`src/gdcr_pkg.sv`:
```
// Package of offsets, field layouts and reset values for the gate drive configuration registers.
package gdcr_pkg;
   // ==========================================================================
   // Register offsets
   // ==========================================================================
   localparam logic [7:0] OFS_SRC_A = 8'h06;
   localparam logic [7:0] OFS_SRC_B = 8'h07;
   localparam logic [7:0] OFS_SRC_C = 8'h08;
   localparam logic [7:0] OFS_OCP_A = 8'h09;

   // ==========================================================================
   // Reset values and field layout
   // ==========================================================================
   localparam logic [7:0] RST_SRC = 8'hff;
   localparam logic [7:0] RST_OCP = 8'h99;
   localparam int LOW_MSB = 7;
   localparam int LOW_LSB = 4;
   localparam int HIGH_MSB = 3;
   localparam int HIGH_LSB = 0;
   // Codes at or below this value are the four weakest source currents.
   localparam logic [3:0] WEAK_CODE_MAX = 4'h3;
   localparam logic [7:0] READ_UNMAPPED = 8'h00;
endpackage : gdcr_pkg

```
`src/gdcr_regs.sv`:
```
// Gate drive source current and overcurrent threshold configuration registers.
module gdcr_regs
(
   // Clock and reset.
   input wire logic core_clk,
   input wire logic rst,
   // Register port, same clock domain as the serial decoder.
   input wire logic reg_wr,
   input wire logic [7:0] reg_addr,
   input wire logic [7:0] reg_wdata,
   output logic [7:0] reg_rdata,
   // Drive time limit enable written elsewhere, and the forced result.
   input wire logic drive_time_limit_enable_sw,
   output logic drive_time_limit_enable,
   // Settings to the analog gate drive.
   output logic [3:0] low_side_source_current_a,
   output logic [3:0] high_side_source_current_a,
   output logic [3:0] low_side_source_current_b,
   output logic [3:0] high_side_source_current_b,
   output logic [3:0] low_side_source_current_c,
   output logic [3:0] high_side_source_current_c,
   // Settings to the overcurrent comparators.
   output logic [3:0] low_side_overcurrent_threshold_a,
   output logic [3:0] high_side_overcurrent_threshold_a
);
   // ==========================================================================
   // Storage
   // ==========================================================================
   // Stored register bytes.
   logic [7:0] gate_source_current_phase_a;
   logic [7:0] gate_source_current_phase_b;
   logic [7:0] gate_source_current_phase_c;
   logic [7:0] overcurrent_threshold_phase_a;

   // Next values from the write decode.
   logic [7:0] next_src_a;
   logic [7:0] next_src_b;
   logic [7:0] next_src_c;
   logic [7:0] next_ocp_a;
   // Set while any source field holds one of the weak codes.
   logic weak_code;

   // True when a current code is one of the four weakest settings.
   function automatic logic gdcr_is_weak(input logic [3:0] code);
      gdcr_is_weak = (code <= gdcr_pkg::WEAK_CODE_MAX);
   endfunction

   // Upper nibble of a register byte, which always feeds the low-side switch.
   function automatic logic [3:0] gdcr_low_field(input logic [7:0] value);
      gdcr_low_field = value[gdcr_pkg::LOW_MSB:gdcr_pkg::LOW_LSB];
   endfunction

   // Lower nibble of a register byte, which always feeds the high-side switch.
   function automatic logic [3:0] gdcr_high_field(input logic [7:0] value);
      gdcr_high_field = value[gdcr_pkg::HIGH_MSB:gdcr_pkg::HIGH_LSB];
   endfunction

   // ==========================================================================
   // Register write
   // ==========================================================================
   // Write decode; a write to any other offset is ignored.
   always_comb
   begin
      next_src_a = gate_source_current_phase_a;
      next_src_b = gate_source_current_phase_b;
      next_src_c = gate_source_current_phase_c;
      next_ocp_a = overcurrent_threshold_phase_a;
      if (reg_wr)
      begin
         case (reg_addr)
            gdcr_pkg::OFS_SRC_A: next_src_a = reg_wdata;
            gdcr_pkg::OFS_SRC_B: next_src_b = reg_wdata;
            gdcr_pkg::OFS_SRC_C: next_src_c = reg_wdata;
            gdcr_pkg::OFS_OCP_A: next_ocp_a = reg_wdata;
            default: ;
         endcase
      end
   end

   // Registers with their documented reset values.
   always_ff @(posedge core_clk)
   begin
      if (rst)
      begin
         gate_source_current_phase_a <= gdcr_pkg::RST_SRC;
         gate_source_current_phase_b <= gdcr_pkg::RST_SRC;
         gate_source_current_phase_c <= gdcr_pkg::RST_SRC;
         overcurrent_threshold_phase_a <= gdcr_pkg::RST_OCP;
      end
      else
      begin
         gate_source_current_phase_a <= next_src_a;
         gate_source_current_phase_b <= next_src_b;
         gate_source_current_phase_c <= next_src_c;
         overcurrent_threshold_phase_a <= next_ocp_a;
      end
   end

   // ==========================================================================
   // Read mux and field outputs
   // ==========================================================================
   // Read data is combinational so the serial shifter can load it in the address cycle.
   always_comb
   begin
      case (reg_addr)
         gdcr_pkg::OFS_SRC_A: reg_rdata = gate_source_current_phase_a;
         gdcr_pkg::OFS_SRC_B: reg_rdata = gate_source_current_phase_b;
         gdcr_pkg::OFS_SRC_C: reg_rdata = gate_source_current_phase_c;
         gdcr_pkg::OFS_OCP_A: reg_rdata = overcurrent_threshold_phase_a;
         default: reg_rdata = gdcr_pkg::READ_UNMAPPED;
      endcase
   end

   // Fields come straight from the flops, so the analog side sees no glitch.
   always_comb
   begin
      low_side_source_current_a = gdcr_low_field(gate_source_current_phase_a);
      high_side_source_current_a = gdcr_high_field(gate_source_current_phase_a);
      low_side_source_current_b = gdcr_low_field(gate_source_current_phase_b);
      high_side_source_current_b = gdcr_high_field(gate_source_current_phase_b);
      low_side_source_current_c = gdcr_low_field(gate_source_current_phase_c);
      high_side_source_current_c = gdcr_high_field(gate_source_current_phase_c);
      low_side_overcurrent_threshold_a = gdcr_low_field(overcurrent_threshold_phase_a);
      high_side_overcurrent_threshold_a = gdcr_high_field(overcurrent_threshold_phase_a);
   end

   // ==========================================================================
   // Drive time limit
   // ==========================================================================
   // A weak code could leave a gate half charged, so the time limit is forced on.
   always_comb
   begin
      weak_code = gdcr_is_weak(low_side_source_current_a) | gdcr_is_weak(high_side_source_current_a)
         | gdcr_is_weak(low_side_source_current_b) | gdcr_is_weak(high_side_source_current_b)
         | gdcr_is_weak(low_side_source_current_c) | gdcr_is_weak(high_side_source_current_c);
      drive_time_limit_enable = drive_time_limit_enable_sw | weak_code;
   end

   // ==========================================================================
   // Assertions
   // ==========================================================================
   // Reset brings every register byte back to its default, seen at the field outputs.
   a_src_a_reset: assert property (@(posedge core_clk)
      rst |=> {low_side_source_current_a, high_side_source_current_a} == gdcr_pkg::RST_SRC)
      else $error("Phase A source current not at default after reset.");
   a_src_b_reset: assert property (@(posedge core_clk)
      rst |=> {low_side_source_current_b, high_side_source_current_b} == gdcr_pkg::RST_SRC)
      else $error("Phase B source current not at default after reset.");
   a_src_c_reset: assert property (@(posedge core_clk)
      rst |=> {low_side_source_current_c, high_side_source_current_c} == gdcr_pkg::RST_SRC)
      else $error("Phase C source current not at maximum after reset.");
   a_ocp_reset: assert property (@(posedge core_clk)
      rst |=> {low_side_overcurrent_threshold_a, high_side_overcurrent_threshold_a} == gdcr_pkg::RST_OCP)
      else $error("Overcurrent threshold not at default after reset.");

   // A write lands at the next edge as a whole byte, upper nibble to the low side.
   a_src_a_write: assert property (@(posedge core_clk) disable iff (rst)
      reg_wr && reg_addr == gdcr_pkg::OFS_SRC_A
         |=> {low_side_source_current_a, high_side_source_current_a} == $past(reg_wdata))
      else $error("Phase A source current write not applied.");
   a_src_b_write: assert property (@(posedge core_clk) disable iff (rst)
      reg_wr && reg_addr == gdcr_pkg::OFS_SRC_B
         |=> {low_side_source_current_b, high_side_source_current_b} == $past(reg_wdata))
      else $error("Phase B source current write not applied.");
   a_src_c_write: assert property (@(posedge core_clk) disable iff (rst)
      reg_wr && reg_addr == gdcr_pkg::OFS_SRC_C
         |=> {low_side_source_current_c, high_side_source_current_c} == $past(reg_wdata))
      else $error("Phase C source current write not applied.");
   a_ocp_write: assert property (@(posedge core_clk) disable iff (rst)
      reg_wr && reg_addr == gdcr_pkg::OFS_OCP_A
         |=> {low_side_overcurrent_threshold_a, high_side_overcurrent_threshold_a} == $past(reg_wdata))
      else $error("Overcurrent threshold write not applied.");

   // Without a write to its own offset a register keeps its value, even across other writes.
   a_src_a_hold: assert property (@(posedge core_clk) disable iff (rst)
      !(reg_wr && reg_addr == gdcr_pkg::OFS_SRC_A) |=> $stable(gate_source_current_phase_a))
      else $error("Phase A source current changed without a write.");
   a_src_b_hold: assert property (@(posedge core_clk) disable iff (rst)
      !(reg_wr && reg_addr == gdcr_pkg::OFS_SRC_B) |=> $stable(gate_source_current_phase_b))
      else $error("Phase B source current changed without a write.");
   a_src_c_hold: assert property (@(posedge core_clk) disable iff (rst)
      !(reg_wr && reg_addr == gdcr_pkg::OFS_SRC_C) |=> $stable(gate_source_current_phase_c))
      else $error("Phase C source current changed without a write.");
   a_ocp_hold: assert property (@(posedge core_clk) disable iff (rst)
      !(reg_wr && reg_addr == gdcr_pkg::OFS_OCP_A) |=> $stable(overcurrent_threshold_phase_a))
      else $error("Overcurrent threshold changed without a write.");

   // Read data follows the stored byte, and offsets outside the bank read as zero.
   a_src_a_readback: assert property (@(posedge core_clk) disable iff (rst)
      reg_wr && reg_addr == gdcr_pkg::OFS_SRC_A
         |=> reg_addr != gdcr_pkg::OFS_SRC_A || reg_rdata == $past(reg_wdata))
      else $error("Readback of phase A register wrong.");
   a_src_b_readback: assert property (@(posedge core_clk) disable iff (rst)
      reg_wr && reg_addr == gdcr_pkg::OFS_SRC_B
         |=> reg_addr != gdcr_pkg::OFS_SRC_B || reg_rdata == $past(reg_wdata))
      else $error("Readback of phase B register wrong.");
   a_src_c_readback: assert property (@(posedge core_clk) disable iff (rst)
      reg_wr && reg_addr == gdcr_pkg::OFS_SRC_C
         |=> reg_addr != gdcr_pkg::OFS_SRC_C || reg_rdata == $past(reg_wdata))
      else $error("Readback of phase C register wrong.");
   a_ocp_readback: assert property (@(posedge core_clk) disable iff (rst)
      reg_wr && reg_addr == gdcr_pkg::OFS_OCP_A
         |=> reg_addr != gdcr_pkg::OFS_OCP_A || reg_rdata == $past(reg_wdata))
      else $error("Readback of overcurrent threshold register wrong.");
   a_unmapped_read: assert property (@(posedge core_clk) disable iff (rst)
      reg_addr < gdcr_pkg::OFS_SRC_A || reg_addr > gdcr_pkg::OFS_OCP_A
         |-> reg_rdata == gdcr_pkg::READ_UNMAPPED)
      else $error("Unmapped offset did not read as zero.");

   // The limit enable is forced by any weak code and otherwise passes the software bit.
   a_weak_force: assert property (@(posedge core_clk) disable iff (rst)
      (low_side_source_current_a <= gdcr_pkg::WEAK_CODE_MAX
         || high_side_source_current_a <= gdcr_pkg::WEAK_CODE_MAX
         || low_side_source_current_b <= gdcr_pkg::WEAK_CODE_MAX
         || high_side_source_current_b <= gdcr_pkg::WEAK_CODE_MAX
         || low_side_source_current_c <= gdcr_pkg::WEAK_CODE_MAX
         || high_side_source_current_c <= gdcr_pkg::WEAK_CODE_MAX)
         |-> drive_time_limit_enable)
      else $error("Drive time limit not forced for weak code.");
   a_limit_follow: assert property (@(posedge core_clk) disable iff (rst)
      (low_side_source_current_a > gdcr_pkg::WEAK_CODE_MAX
         && high_side_source_current_a > gdcr_pkg::WEAK_CODE_MAX
         && low_side_source_current_b > gdcr_pkg::WEAK_CODE_MAX
         && high_side_source_current_b > gdcr_pkg::WEAK_CODE_MAX
         && low_side_source_current_c > gdcr_pkg::WEAK_CODE_MAX
         && high_side_source_current_c > gdcr_pkg::WEAK_CODE_MAX)
         |-> drive_time_limit_enable == drive_time_limit_enable_sw)
      else $error("Drive time limit forced without a weak code.");
   a_limit_sw: assert property (@(posedge core_clk) disable iff (rst)
      drive_time_limit_enable_sw |-> drive_time_limit_enable)
      else $error("Software drive time limit enable not passed on.");
endmodule // gdcr_regs

```
`config.mk`:
```
export PLATFORM = sky130hd
export DESIGN_NAME = gdcr_regs
export DESIGN_NICKNAME = d
export VERILOG_FILES = /design/src/gdcr_pkg.sv /design/src/gdcr_regs.sv
export SDC_FILE = /design/constraint.sdc
export NUM_CORES = 1
export LEC_CHECK = 0
export BUFFER_PORTS_ARGS = -buffer_cell sky130_fd_sc_hd__buf_2
export CAP_MARGIN = 20
export CORE_MARGIN = 10
export CORE_UTILIZATION = 50
export DETAILED_ROUTE_END_ITERATION = 12
export PLACE_DENSITY = 0.8
export SLEW_MARGIN = 5
export SYNTH_ARGS = -nofsm -noshare
export SYNTH_HDL_FRONTEND = slang
export SYNTH_SLANG_ARGS = --single-unit
```
`constraint.sdc`:
```
create_clock -name core_clk -period 2.61 [get_ports core_clk]
set_input_delay 0.1305 -clock core_clk [delete_from_list [all_inputs] [get_ports core_clk]]
set_output_delay 0.1305 -clock core_clk [all_outputs]
set_load 0.005 [all_outputs]
```
# Yosys cells after proc, flatten, opt, wreduce, memory -nomap -nowiden
# Cells that the tools add are included.
[totals]
output_inout_bits = 41
wordCells = 25
inputBits = 20
register_bits = 32
[classes]
n_lt_le_gt_ge = 6
bitwise_logic = 6
eq_ne = 4
n_reduce_logical = 4
mux = 1
[op_table]
columns = ["cell", "n"]
rows = [
  ["case mux 8 bit (4 select lines)", 1],
  ["less-or-equal comparator 4 x 2 -> 1 bit, second input constant", 6],
  ["equality test 8 x 3 -> 1 bit, second input constant", 2],
  ["equality test 8 x 4 -> 1 bit, second input constant", 2],
  ["AND reduction 2 bit", 4],
  ["OR 1 bit", 6],
]

# Depth between registers and ports, before layout
# Gate-level depths: netlist (run 1).
[logic_depth]
depth_word = 7
depth_mapped = 5
depth_no_buf = 3

# Worst setup path before layout (run 1)
# Ideal clock, no wire load.
[synth_timing]
path_type = "input -> output"
from = "input port reg_addr[5]"
to = "output port reg_rdata[0]"
required_time_ns = 2.480
setup_slack_ns = 1.321
stages = 5
arrival_ns = 1.158
path_buffers = 2
path_cell_list = "or4_4 > buf_6 > buf_12 > a21oi_2 > a22o_1"
[synth_via]
elab_chain_len = 2
word_cells_on_any_way = 5
cone_classes = "4 x eq/ne; 1 x mux"
[synth_lines]
columns = ["element", "line_no", "rtl"]
rows = [
  ["start: declaration", "gdcr_regs.sv:9", "input wire logic [7:0] reg_addr,"],
  ["equality test 8 x 4 -> 1 bit / equality test 8 x 3 -> 1 bit (equally long branches)", "gdcr_regs.sv:105", "case (reg_addr)"],
  ["case mux 8 bit (4 select lines) (*)", "gdcr_regs.sv:105", ""],
  ["end: declaration", "gdcr_regs.sv:11", "output logic [7:0] reg_rdata,"],
]
# Mark *: on every way between the ends. The rest lies on a longest branch, timed or not.

# Worst setup path in the final report (run 1)
[layout_timing]
from = "input port reg_addr[5]"
to = "output port reg_rdata[6]"
# The elaborated chain is that of the path after synthesis.

==> qor.txt, run 1 <==
Status: finished, final reports clean
Clock Sinks: 32
# rows: 21
Tmin final: 1.54 ns
Root Buffer: clkbuf_4
Num CTS Buffers: 5
Post CTS Setup Buffer Count: 0
CP Max Fanout: 16
GPL Wtd Cong: 0.752
CP max stage cell: or4_4
# DRC: 0
Area delta synth->final: 19.5%
Top_reg_cell synth: dfxtp_1
Clk buf depth: 2
Depth of the CTS H-tree: 2
Yosys warning total: 0
Via count: 1540
RSZ-0062 raised after global routing: false
Crit path DAT: 1.41 ns
Leak: 0.924 nW
CP max stage delay: 0.68 ns
DR vias/cell: 5.26
Sw Share: 25.6%
CTS tree: done
Share of cells above drive strength 1: 34.0%
Synth Net Count: 214
Req. time, crit path: 2.48 ns
IO Count: 61
Final setup vio count: 0
Pins Over Slew Limit: 0
Clk slew on worst S/H paths: 0.09 ns
Die area: 6180 um2
Layout Nets: 266
Fin. Hold Viols: 0
Grt ovf: 0
Detailed Routing Iterations Pass 1: 4
Rel. slew slack: 53.4%
Syn Inst Count: 194
FMAX: 650 MHz
Cells along the critical path: buf_2 > or4_4 > a21oi_1 > a22o_1 > buf_2
IO Port Bufs: 60
Share of the clock period used by the worst path: 58.9%
Mean Syn Cell Area: 8.86 um2
Synth top cells by count: nor2_1 (37), dfxtp_1 (32), mux2i_1 (32)
Worst slew pin tran: 0.699 ns
Global-route wire length before repair: 7.39 mm
Seq cells post-synth: 32
Initial core utilization: 51.5%
Hpwl dp: 3.29 mm
Hold WC Path Type: input port to flip-flop
PwrDens: 425 nW/um2
Post-synthesis sequential area ratio: 37.3%
Cell variety after synth: 25
Initial antenna violation count: 0
Sw Pwr: 0.223 mW
Fin worst setup slack: 1.07 ns
Avg WL per Cell: 15.2 um
Synth area leader: dfxtp_1
Resized Gates After CTS: 0
Vias in the first global route: 1542
Number of synthesized flops with an enable pin: 0
Post-CTS Hold Fix Bufs: 0
Die Y: 78.6 um
Pin count of the biggest net entering global routing: 45
Post-synth top area share: 37.3%
Max-cap violations: 0
Smallest hold slack: 0.0584 ns
Antenna fix cells: 0
CP Launch Type: input port
Layout fillers: 321
Most frequent cell after synthesis: nor2_1
Post-place setup slack: 0.940 ns
Async SR Flop Fraction: 0%
Worst Clk Skew: 0 ns
Clk pwr share: 34.3%
Cell Area, Synth: 1720 um2
Seq pwr share: 56.0%
Combinational share of power: 9.7%
Routed wire length: 4.47 mm
Total track usage: 14.8%
Initial DRC Count: 116
Critical path capture point type: output pin
Pint: 0.650 mW
DIE WIDTH: 78.6 um
Maximum vdd drop: 268 uV
CORE AREA: 3340 um2
Final ANT Viol Nets: 0
Clock Latency Late Sink: 0.33 ns
Area contributors post-synth: dfxtp_1 (37%), mux2i_1 (19%), nor2_1 (8.1%)
Cell repeated most along the worst path: buf_2
Setup TNS: 0 ns
Critical path type: input port to output pin
==> worst max-delay path: cells and delay by family <==
kind                   cells  cell delay, ns
and+or+nand+nor            1            0.68
AOI/OAI and AO/OA          2            0.35
buffers and inverters      2            0.25
==> cells by family (layout without fill, tap and decap cells) <==
group | count (synthesis) | in the layout | share of synthesized area [%]
and+or+nand+nor | 87 | 87 | 26.5
muxes | 32 | 32 | 18.6
DFF | 32 | 32 | 37.3
AOI/OAI and AO/OA | 27 | 27 | 12.2
buffers and inverters | 16 | 69 | 5.32
==> path summary, 6_finish.rpt <==
path                                                          to                              from  cells after the start  slack (ns)
worst max register to register    gate_source_current_phase_c[2]    gate_source_current_phase_c[2]                      2        1.90
worst min-delay path            overcurrent_threshold_phase_a[1]                      reg_wdata[1]                      3        0.06
worst min register to register  overcurrent_threshold_phase_a[6]  overcurrent_threshold_phase_a[6]                      2        0.49
worst max-delay path                                reg_rdata[6]                       reg_addr[5]                      5        1.07
==> metal layers <==
metal / track usage (%) / share of wire, % / vias to the layer above
met2: 23.1 / 45 / 45
li1: - / - / 767
met1: 17.1 / 44 / 723
met5: 0 / 0 / -
met4: 6.45 / 1.3 / 0
met3: 6.38 / 9.1 / 5
==> sequential cells by signal, indices dropped and copies added (netlist names) <==
register                       flops
gate_source_current_phase_a        8
gate_source_current_phase_b        8
gate_source_current_phase_c        8
overcurrent_threshold_phase_a      8
==> cell type report <==
class	instances	area (um2)	share of cell area (%)
flip-flops and latches	32	641	31.2
repair buffers	61	308	15.0
clock buffers	6	51.3	2.50
multi-input cells	146	986	48.0
clock inverters	2	10.0	0.488
well taps	46	57.6	2.80
==> power by group through the flow <==
stage | Sequential (mW) | Clock [mW] | Combinational [mW]
global placement | 0.500 | 0 | 0.0835
detailed placement | 0.500 | 0 | 0.0847
CTS | 0.489 | 0.306 | 0.0849
floorplan | 0.500 | 0 | 0.0584
global route | 0.489 | 0.324 | 0.0945
finish | 0.489 | 0.299 | 0.0846
==> through the flow <==
stage / instance area [um2] / util (%) / total power [mW] / instances
2_1_floorplan: 1720 / - / 0.559 / 194
3_3_place_gp: 1990 / 59.7 / 0.584 / 285
3_5_place_dp: 1990 / 59.7 / 0.585 / 285
4_1_cts: 2050 / 61.5 / 0.880 / 293
5_1_grt: 2050 / 61.5 / 0.908 / 293
6_report: 2050 / 61.5 / 0.873 / 293
==> layout by cell type (no fill, tap or decap), types with 2 or more instances in the layout <==
| cell | Yosys | layout |
|---|---|---|
| a21oi_1 | 6 | 6 |
| a21oi_2 | 10 | 10 |
| a22o_1 | 8 | 8 |
| and4b_1 | 2 | 2 |
| buf_2 | 6 | 60 |
| clkbuf_4 | 0 | 5 |
| clkinv_2 | 0 | 2 |
| dfxtp_1 | 32 | 32 |
| mux2i_1 | 32 | 32 |
| nand2_1 | 16 | 16 |
| nand2b_1 | 22 | 22 |
| nand2b_2 | 2 | 2 |
| nor2_1 | 37 | 37 |
(Power assumes the default switching activity.)
==> run 2: changes to the inputs <==
CORE_UTILIZATION = 49   (was 50)
PLACE_DENSITY = 0.79   (was 0.8)
clock period = 1.6 ns   (was 2.61 ns; I/O delays follow)
==> run 2 against run 1 <==
First-iteration DRC count down 28%. Routed wire length up 2.9%. Die area up 1.5%. Flip-flop and latch count unchanged. Highest routed layer unchanged. Register-to-register slack worse by 1.0 ns. Worst setup slack worse by 0.86 ns. Non-clock buffer count up 8. Combinational power up 74%. Sequential share of layout area down 1.3 points. Total power up 78%. Sequential power up 63%. Cell area up 4.4%.
==> qor.txt, run 2 (synthesis results as in run 1) <==
Maximum vdd drop: 489 uV (+83%)
DR vias/cell: 5.13 (-2.4%)
Setup TNS: 0 ns (unchanged)
Hold Startpoint: reg_wdata[5]
Most used routing layer: met2
Sw Share: 23.8% (-1.8 points)
Critical path capture point type: output pin
RR Endpoint: gate_source_current_phase_c[6]
Placed Area: 2060 um2 (+3.3%)
Global-route wire length before repair: 7.45 mm (+0.85%)
Detailed Routing Iterations Pass 1: 4 (unchanged)
RR Startpoint: gate_source_current_phase_c[6]
Antenna fix cells: 0 (unchanged)
Req. time, crit path: 1.52 ns (-0.96 ns)
Met3 Use GR: 7.21% (+0.83 points)
Share of cells above drive strength 1: 35.3% (+1.3 points)
Max-cap violations: 0 (unchanged)
Worst Clk Skew: 0 ns (unchanged)
R2r setup slk: 0.90 ns (-1.00 ns)
Clk buf depth: 2 (unchanged)
Initial core utilization: 51.1% (-0.40 points)
Initial DRC Count: 83 (-28%)
Worst slew pin tran: 0.507 ns (-0.192 ns)
Hold Crit Endpoint: overcurrent_threshold_phase_a[5]
Depth of the CTS H-tree: 2 (unchanged)
R2R depth: 2 (unchanged)
Most frequent cells in the layout: buf_2 (60), nor2_1 (37), mux2i_1 (32), dfxtp_1 (32), nand2b_1 (22)
Final setup vio count: 0 (unchanged)
Critical path type: input port to output pin
Vias in the first global route: 1528 (-0.91%)
Status: finished, final reports clean
CORE AREA: 3360 um2 (+0.79%)
Die area: 6270 um2 (+1.5%)
Cells after DPL: 292 (+2.5%)
Clk pwr share: 39.3% (+5.0 points)
Fin worst setup slack: 0.216 ns (-0.856 ns)
Clk slew on worst S/H paths: 0.10 ns (about the same)
CTS tree: done
Leak: 0.970 nW (+5.0%)
DIE WIDTH: 79.2 um (+0.76%)
Avg WL per Cell: 15.3 um (+0.13%)
Initial antenna violation count: 0 (unchanged)
Commonest non-fill, non-tap cell in the layout: buf_2
Num CTS Buffers: 5 (unchanged)
Final non-filler cell total: 301 (+2.7%)
Final ANT Viol Nets: 0 (unchanged)
Tmin final: 1.38 ns
Hold Crit Depth: 3 (unchanged)
# DRC: 0 (unchanged)
Pin count of the biggest net entering global routing: 34 (-24%)
Post-place setup slack: 0.204 ns (-0.736 ns)
PwrDens: 726 nW/um2 (+71%)
RSZ-0062 raised after global routing: false
IO Port Bufs: 60 (unchanged)
Via count: 1544 (+0.26%)
Layout Nets: 274 (+3.0%)
GPL Wtd Cong: 0.746 (-0.84%)
# rows: 21 (unchanged)
Tot Pwr: 1.56 mW (+78%)
Clock Latency Late Sink: 0.34 ns (about the same)
Pins Over Slew Limit: 0 (unchanged)
Share of the clock period used by the worst path: 86.5%
Routed wire length: 4.59 mm (+2.9%)
Hold WC Path Type: input port to flip-flop
FMAX: 723 MHz
Clock Sinks: 32 (unchanged)
GR Layer Usage met2: 23.7% (+0.55 points)
GR Util met1: 16.8% (-0.32 points)
Total track usage: 14.8% (+0.015 points)
Final instance area: 2140 um2 (+4.4%)
CP Max Fanout: 16 (unchanged)
Sw Pwr: 0.370 mW (+66%)
CP Launch Type: input port
Crit path DAT: 1.30 ns (-0.11 ns)
Fin. Hold Viols: 0 (unchanged)
Grt ovf: 0 (unchanged)
Hpwl dp: 3.46 mm (+5.4%)
Rel. slew slack: 66.2% (+13 points)
Post CTS Setup Buffer Count: 0 (unchanged)
Pint: 1.19 mW (+83%)
Die Y: 79.2 um (+0.76%)
Root Buffer: clkbuf_4
Area delta synth->final: 24.8%
IO Count: 61 (unchanged)
Combinational share of power: 9.4% (-0.3 points)
Seq pwr share: 51.3% (-4.7 points)
-- run 2: cell types whose count changed in the layout (fill, tap and decap cells not counted) --
cell	before	now
dlygate4sd3_1	0	1
clkbuf_1	0	1
clkinv_2	2	1
buf_12	0	1
buf_4	1	7
bufinv_16	0	1
clkbuf_8	1	0
-- run 2: metrics by stage --
step | hold WS [ns] | util (%)
2_1_floorplan | 0.235 | -
3_5_place_dp | 0.367 | 61.2
6_report | 0.00162 | 63.7
4_1_cts | 0.00125 | 63.7
5_1_grt | 0.0106 | 63.7
3_3_place_gp | 0.358 | 61.2
-- run 2: worst max path at each step --
stage / start / end / slack, ns / cells after the start
4_1_cts: reg_addr[5] / reg_rdata[4] / 0.21 / 5
6_report: reg_addr[5] / reg_rdata[4] / 0.22 / 5
3_3_place_gp: reg_addr[5] / reg_rdata[3] / 0.22 / 5
2_1_floorplan: reg_addr[5] / reg_rdata[0] / 0.41 / 5
5_1_grt: gate_source_current_phase_c[2] / drive_time_limit_enable / 0.13 / 4
3_5_place_dp: reg_addr[5] / reg_rdata[4] / 0.20 / 5
-- run 2: power by group through the flow --
stage                     sequential (mW)  clock (mW)  combinational, mW
final                               0.798       0.612              0.147
after global routing                0.798       0.659              0.163
after CTS                           0.798       0.618              0.147
after detailed placement            0.816           0              0.144
after global placement              0.816           0              0.143
after floorplan                     0.816           0             0.0953
-- run 2: worst max-delay path: stages --
cell and delay [ns]:
buf_2 0.12, or4_4 0.68, a21oi_1 0.17, a22o_1 0.15, buf_2 0.11
-- run 2: area by class of cell --
class | count | area [um2]
multi-input combinational | 146 | 986
fill | 329 | 1220
sequential | 32 | 641
tap | 46 | 57.6
clock buffer | 6 | 41.3
timing repair buffer | 69 | 383
clock inverter | 2 | 35.0
-- run 2: layer usage --
layer	share of wire, %	vias up
met4	1.2	0
li1	-	779
met5	0	-
met1	45	717
met2	46	42
met3	7.8	6
-- run 2: timing repair --
action,CTS,global route
gates resized for setup,0,0
hold endpoints to repair,1,0
hold buffers,1,0
==> run 3: changes to the inputs <==
MAX_ROUTING_LAYER = met4   (was default)
==> run 3 against run 2 <==
Count of clock-buffer cells in the layout is the same. Worst setup slack lost 0.0039 ns. Non-clock buffer count is the same. Die area is the same. Clock skew is the same. Total power shrank 0.47%. Global-route usage grew 0.35 points. Core utilization is the same. Critical endpoint unchanged. Largest power group unchanged. Highest routed layer unchanged.
==> qor.txt, run 3 (synthesis results as in run 1) <==
Routed wire length: 4.58 mm (-0.33%)
IO Port Bufs: 60 (unchanged)
Critical path capture point type: output pin
Setup TNS: 0 ns (unchanged)
Maximum vdd drop: 488 uV (-0.10%)
Hpwl dp: 3.46 mm (unchanged)
Area delta synth->final: 24.8% (unchanged)
Status: finished, final reports clean
Most frequent cells in the layout: buf_2 (60), nor2_1 (37), mux2i_1 (32), dfxtp_1 (32), nand2b_1 (22)
Clock Latency Late Sink: 0.34 ns (about the same)
Critical path type: input port to output pin
Worst Clk Skew: 0 ns (unchanged)
RR Endpoint: gate_source_current_phase_c[6]
Req. time, crit path: 1.52 ns (about the same)
Avg WL per Cell: 15.2 um (-0.33%)
Detailed Routing Iterations Pass 1: 4 (unchanged)
Antenna fix cells: 0 (unchanged)
Initial DRC Count: 88 (+6.0%)
CP bufs+invs: 2 (unchanged)
Vias in the first global route: 1523 (-0.33%)
FMAX: 721 MHz (-0.28%)
Global-route wire length before repair: 7.45 mm (about the same)
Tot Pwr: 1.55 mW (-0.47%)
Root Buffer: clkbuf_4
R2R depth: 2 (unchanged)
Tmin final: 1.39 ns (+0.00394 ns)
Clock Sinks: 32 (unchanged)
Clk slew on worst S/H paths: 0.09 ns (about the same)
Final setup vio count: 0 (unchanged)
CP Max Fanout: 16 (unchanged)
Max-cap violations: 0 (unchanged)
Smallest hold slack: 0.0113 ns (+0.00963 ns)
Die Y: 79.2 um (unchanged)
Leak: 0.970 nW (unchanged)
Crit path DAT: 1.31 ns (about the same)
Worst slew pin tran: 0.495 ns (-0.0120 ns)
Fin. Hold Viols: 0 (unchanged)
Share of cells above drive strength 1: 35.3% (unchanged)
Commonest non-fill, non-tap cell in the layout: buf_2
Final non-filler cell total: 301 (unchanged)
DIE WIDTH: 79.2 um (unchanged)
DR vias/cell: 5.14 (+0.19%)
RSZ-0062 raised after global routing: false
Num CTS Buffers: 5 (unchanged)
Hold Startpoint: reg_wdata[5]
CORE AREA: 3360 um2 (unchanged)
CP max stage delay: 0.68 ns (about the same)
# DRC: 0 (unchanged)
CTS tree: done
CP Launch Type: input port
CP max stage cell: or4_4
Layout Nets: 274 (unchanged)
Share of the clock period used by the worst path: 86.7% (+0.25 points)
Final ANT Viol Nets: 0 (unchanged)
Hold Crit Endpoint: overcurrent_threshold_phase_a[5]
# rows: 21 (unchanged)
Rel. slew slack: 67.0% (+0.80 points)
Total track usage: 15.1% (+0.35 points)
Via count: 1547 (+0.19%)
Clk buf depth: 2 (unchanged)
Initial core utilization: 51.1% (unchanged)
Hold Crit Depth: 3 (unchanged)
Pins Over Slew Limit: 0 (unchanged)
RR Startpoint: gate_source_current_phase_c[6]
Die area: 6270 um2 (unchanged)
Finished Core Util: 63.7% (unchanged)
Depth of the CTS H-tree: 2 (unchanged)
Initial antenna violation count: 0 (unchanged)
Cells along the critical path: buf_2 > or4_4 > a21oi_1 > a22o_1 > buf_2
Hold WC Path Type: input port to flip-flop
Grt ovf: 0 (unchanged)
Pin count of the biggest net entering global routing: 34 (unchanged)
R2r setup slk: 0.89 ns (about the same)
PwrDens: 723 nW/um2 (-0.47%)
Cell repeated most along the worst path: buf_2
Cells after DPL: 292 (unchanged)
CP top delay family: simple AND/OR/NAND/NOR gates
GPL Wtd Cong: 0.756 (+1.3%)
IO Count: 61 (unchanged)
[run 3: cell counts in the layout (fill, tap and decap cells not counted)]
No cell type changed its count.
[run 3: worst max-delay path by stage]
stage	from	end	slack [ns]	cells after the start
2_1_floorplan	reg_addr[5]	reg_rdata[0]	0.41	5
3_3_place_gp	reg_addr[5]	reg_rdata[3]	0.22	5
3_5_place_dp	reg_addr[5]	reg_rdata[4]	0.20	5
4_1_cts	reg_addr[5]	reg_rdata[4]	0.21	5
5_1_grt	reg_addr[5]	reg_rdata[2]	0.13	5
6_report	reg_addr[5]	reg_rdata[4]	0.21	5
[run 3: worst min-delay path, stage by stage]
cell,delay (ns)
buf_2,0.10
nand2b_1,0.06
mux2i_1,0.06
[run 3: cell type report]
class | count | area, um2
multi-input cells | 146 | 986
clock inverters | 2 | 35.0
fillers | 329 | 1220
flip-flops and latches | 32 | 641
well taps | 46 | 57.6
clock buffers | 6 | 41.3
repair buffers | 69 | 383
[run 3: through the flow]
stage                     setup slack [ns]  instance area (um2)
after floorplan                      0.412                 1720
after global routing                 0.133                 2140
after CTS                            0.207                 2140
after detailed placement             0.204                 2060
final                                0.212                 2140
after global placement               0.222                 2060
[run 3: where the power goes]
| group | internal, mW | switching (mW) | leakage, nW | total [mW] |
|---|---|---|---|---|
| combinational | 0.0620 | 0.0845 | 0.669 | 0.146 |
| clock | 0.327 | 0.277 | 0.0422 | 0.605 |
| sequential | 0.797 | 0.000936 | 0.259 | 0.798 |
[run 3: routing by layer]
metal  GRT usage, %  share of wire (%)  vias to the layer above  routed length (um)
met1           17.6                 46                      710                2090
met2           23.5                 47                       51                2130
met4           5.38               0.70                        0                  32
met3           5.41                7.1                        4                 324
met5              -                  0                        -                   0
li1               -                  -                      782                   -
[run 3: repair_timing]
action / in CTS / in global routing
hold endpoints to repair: 1 / 0
gates resized for setup: 0 / 0
hold buffers: 1 / 0
setup buffers: 0 / 0
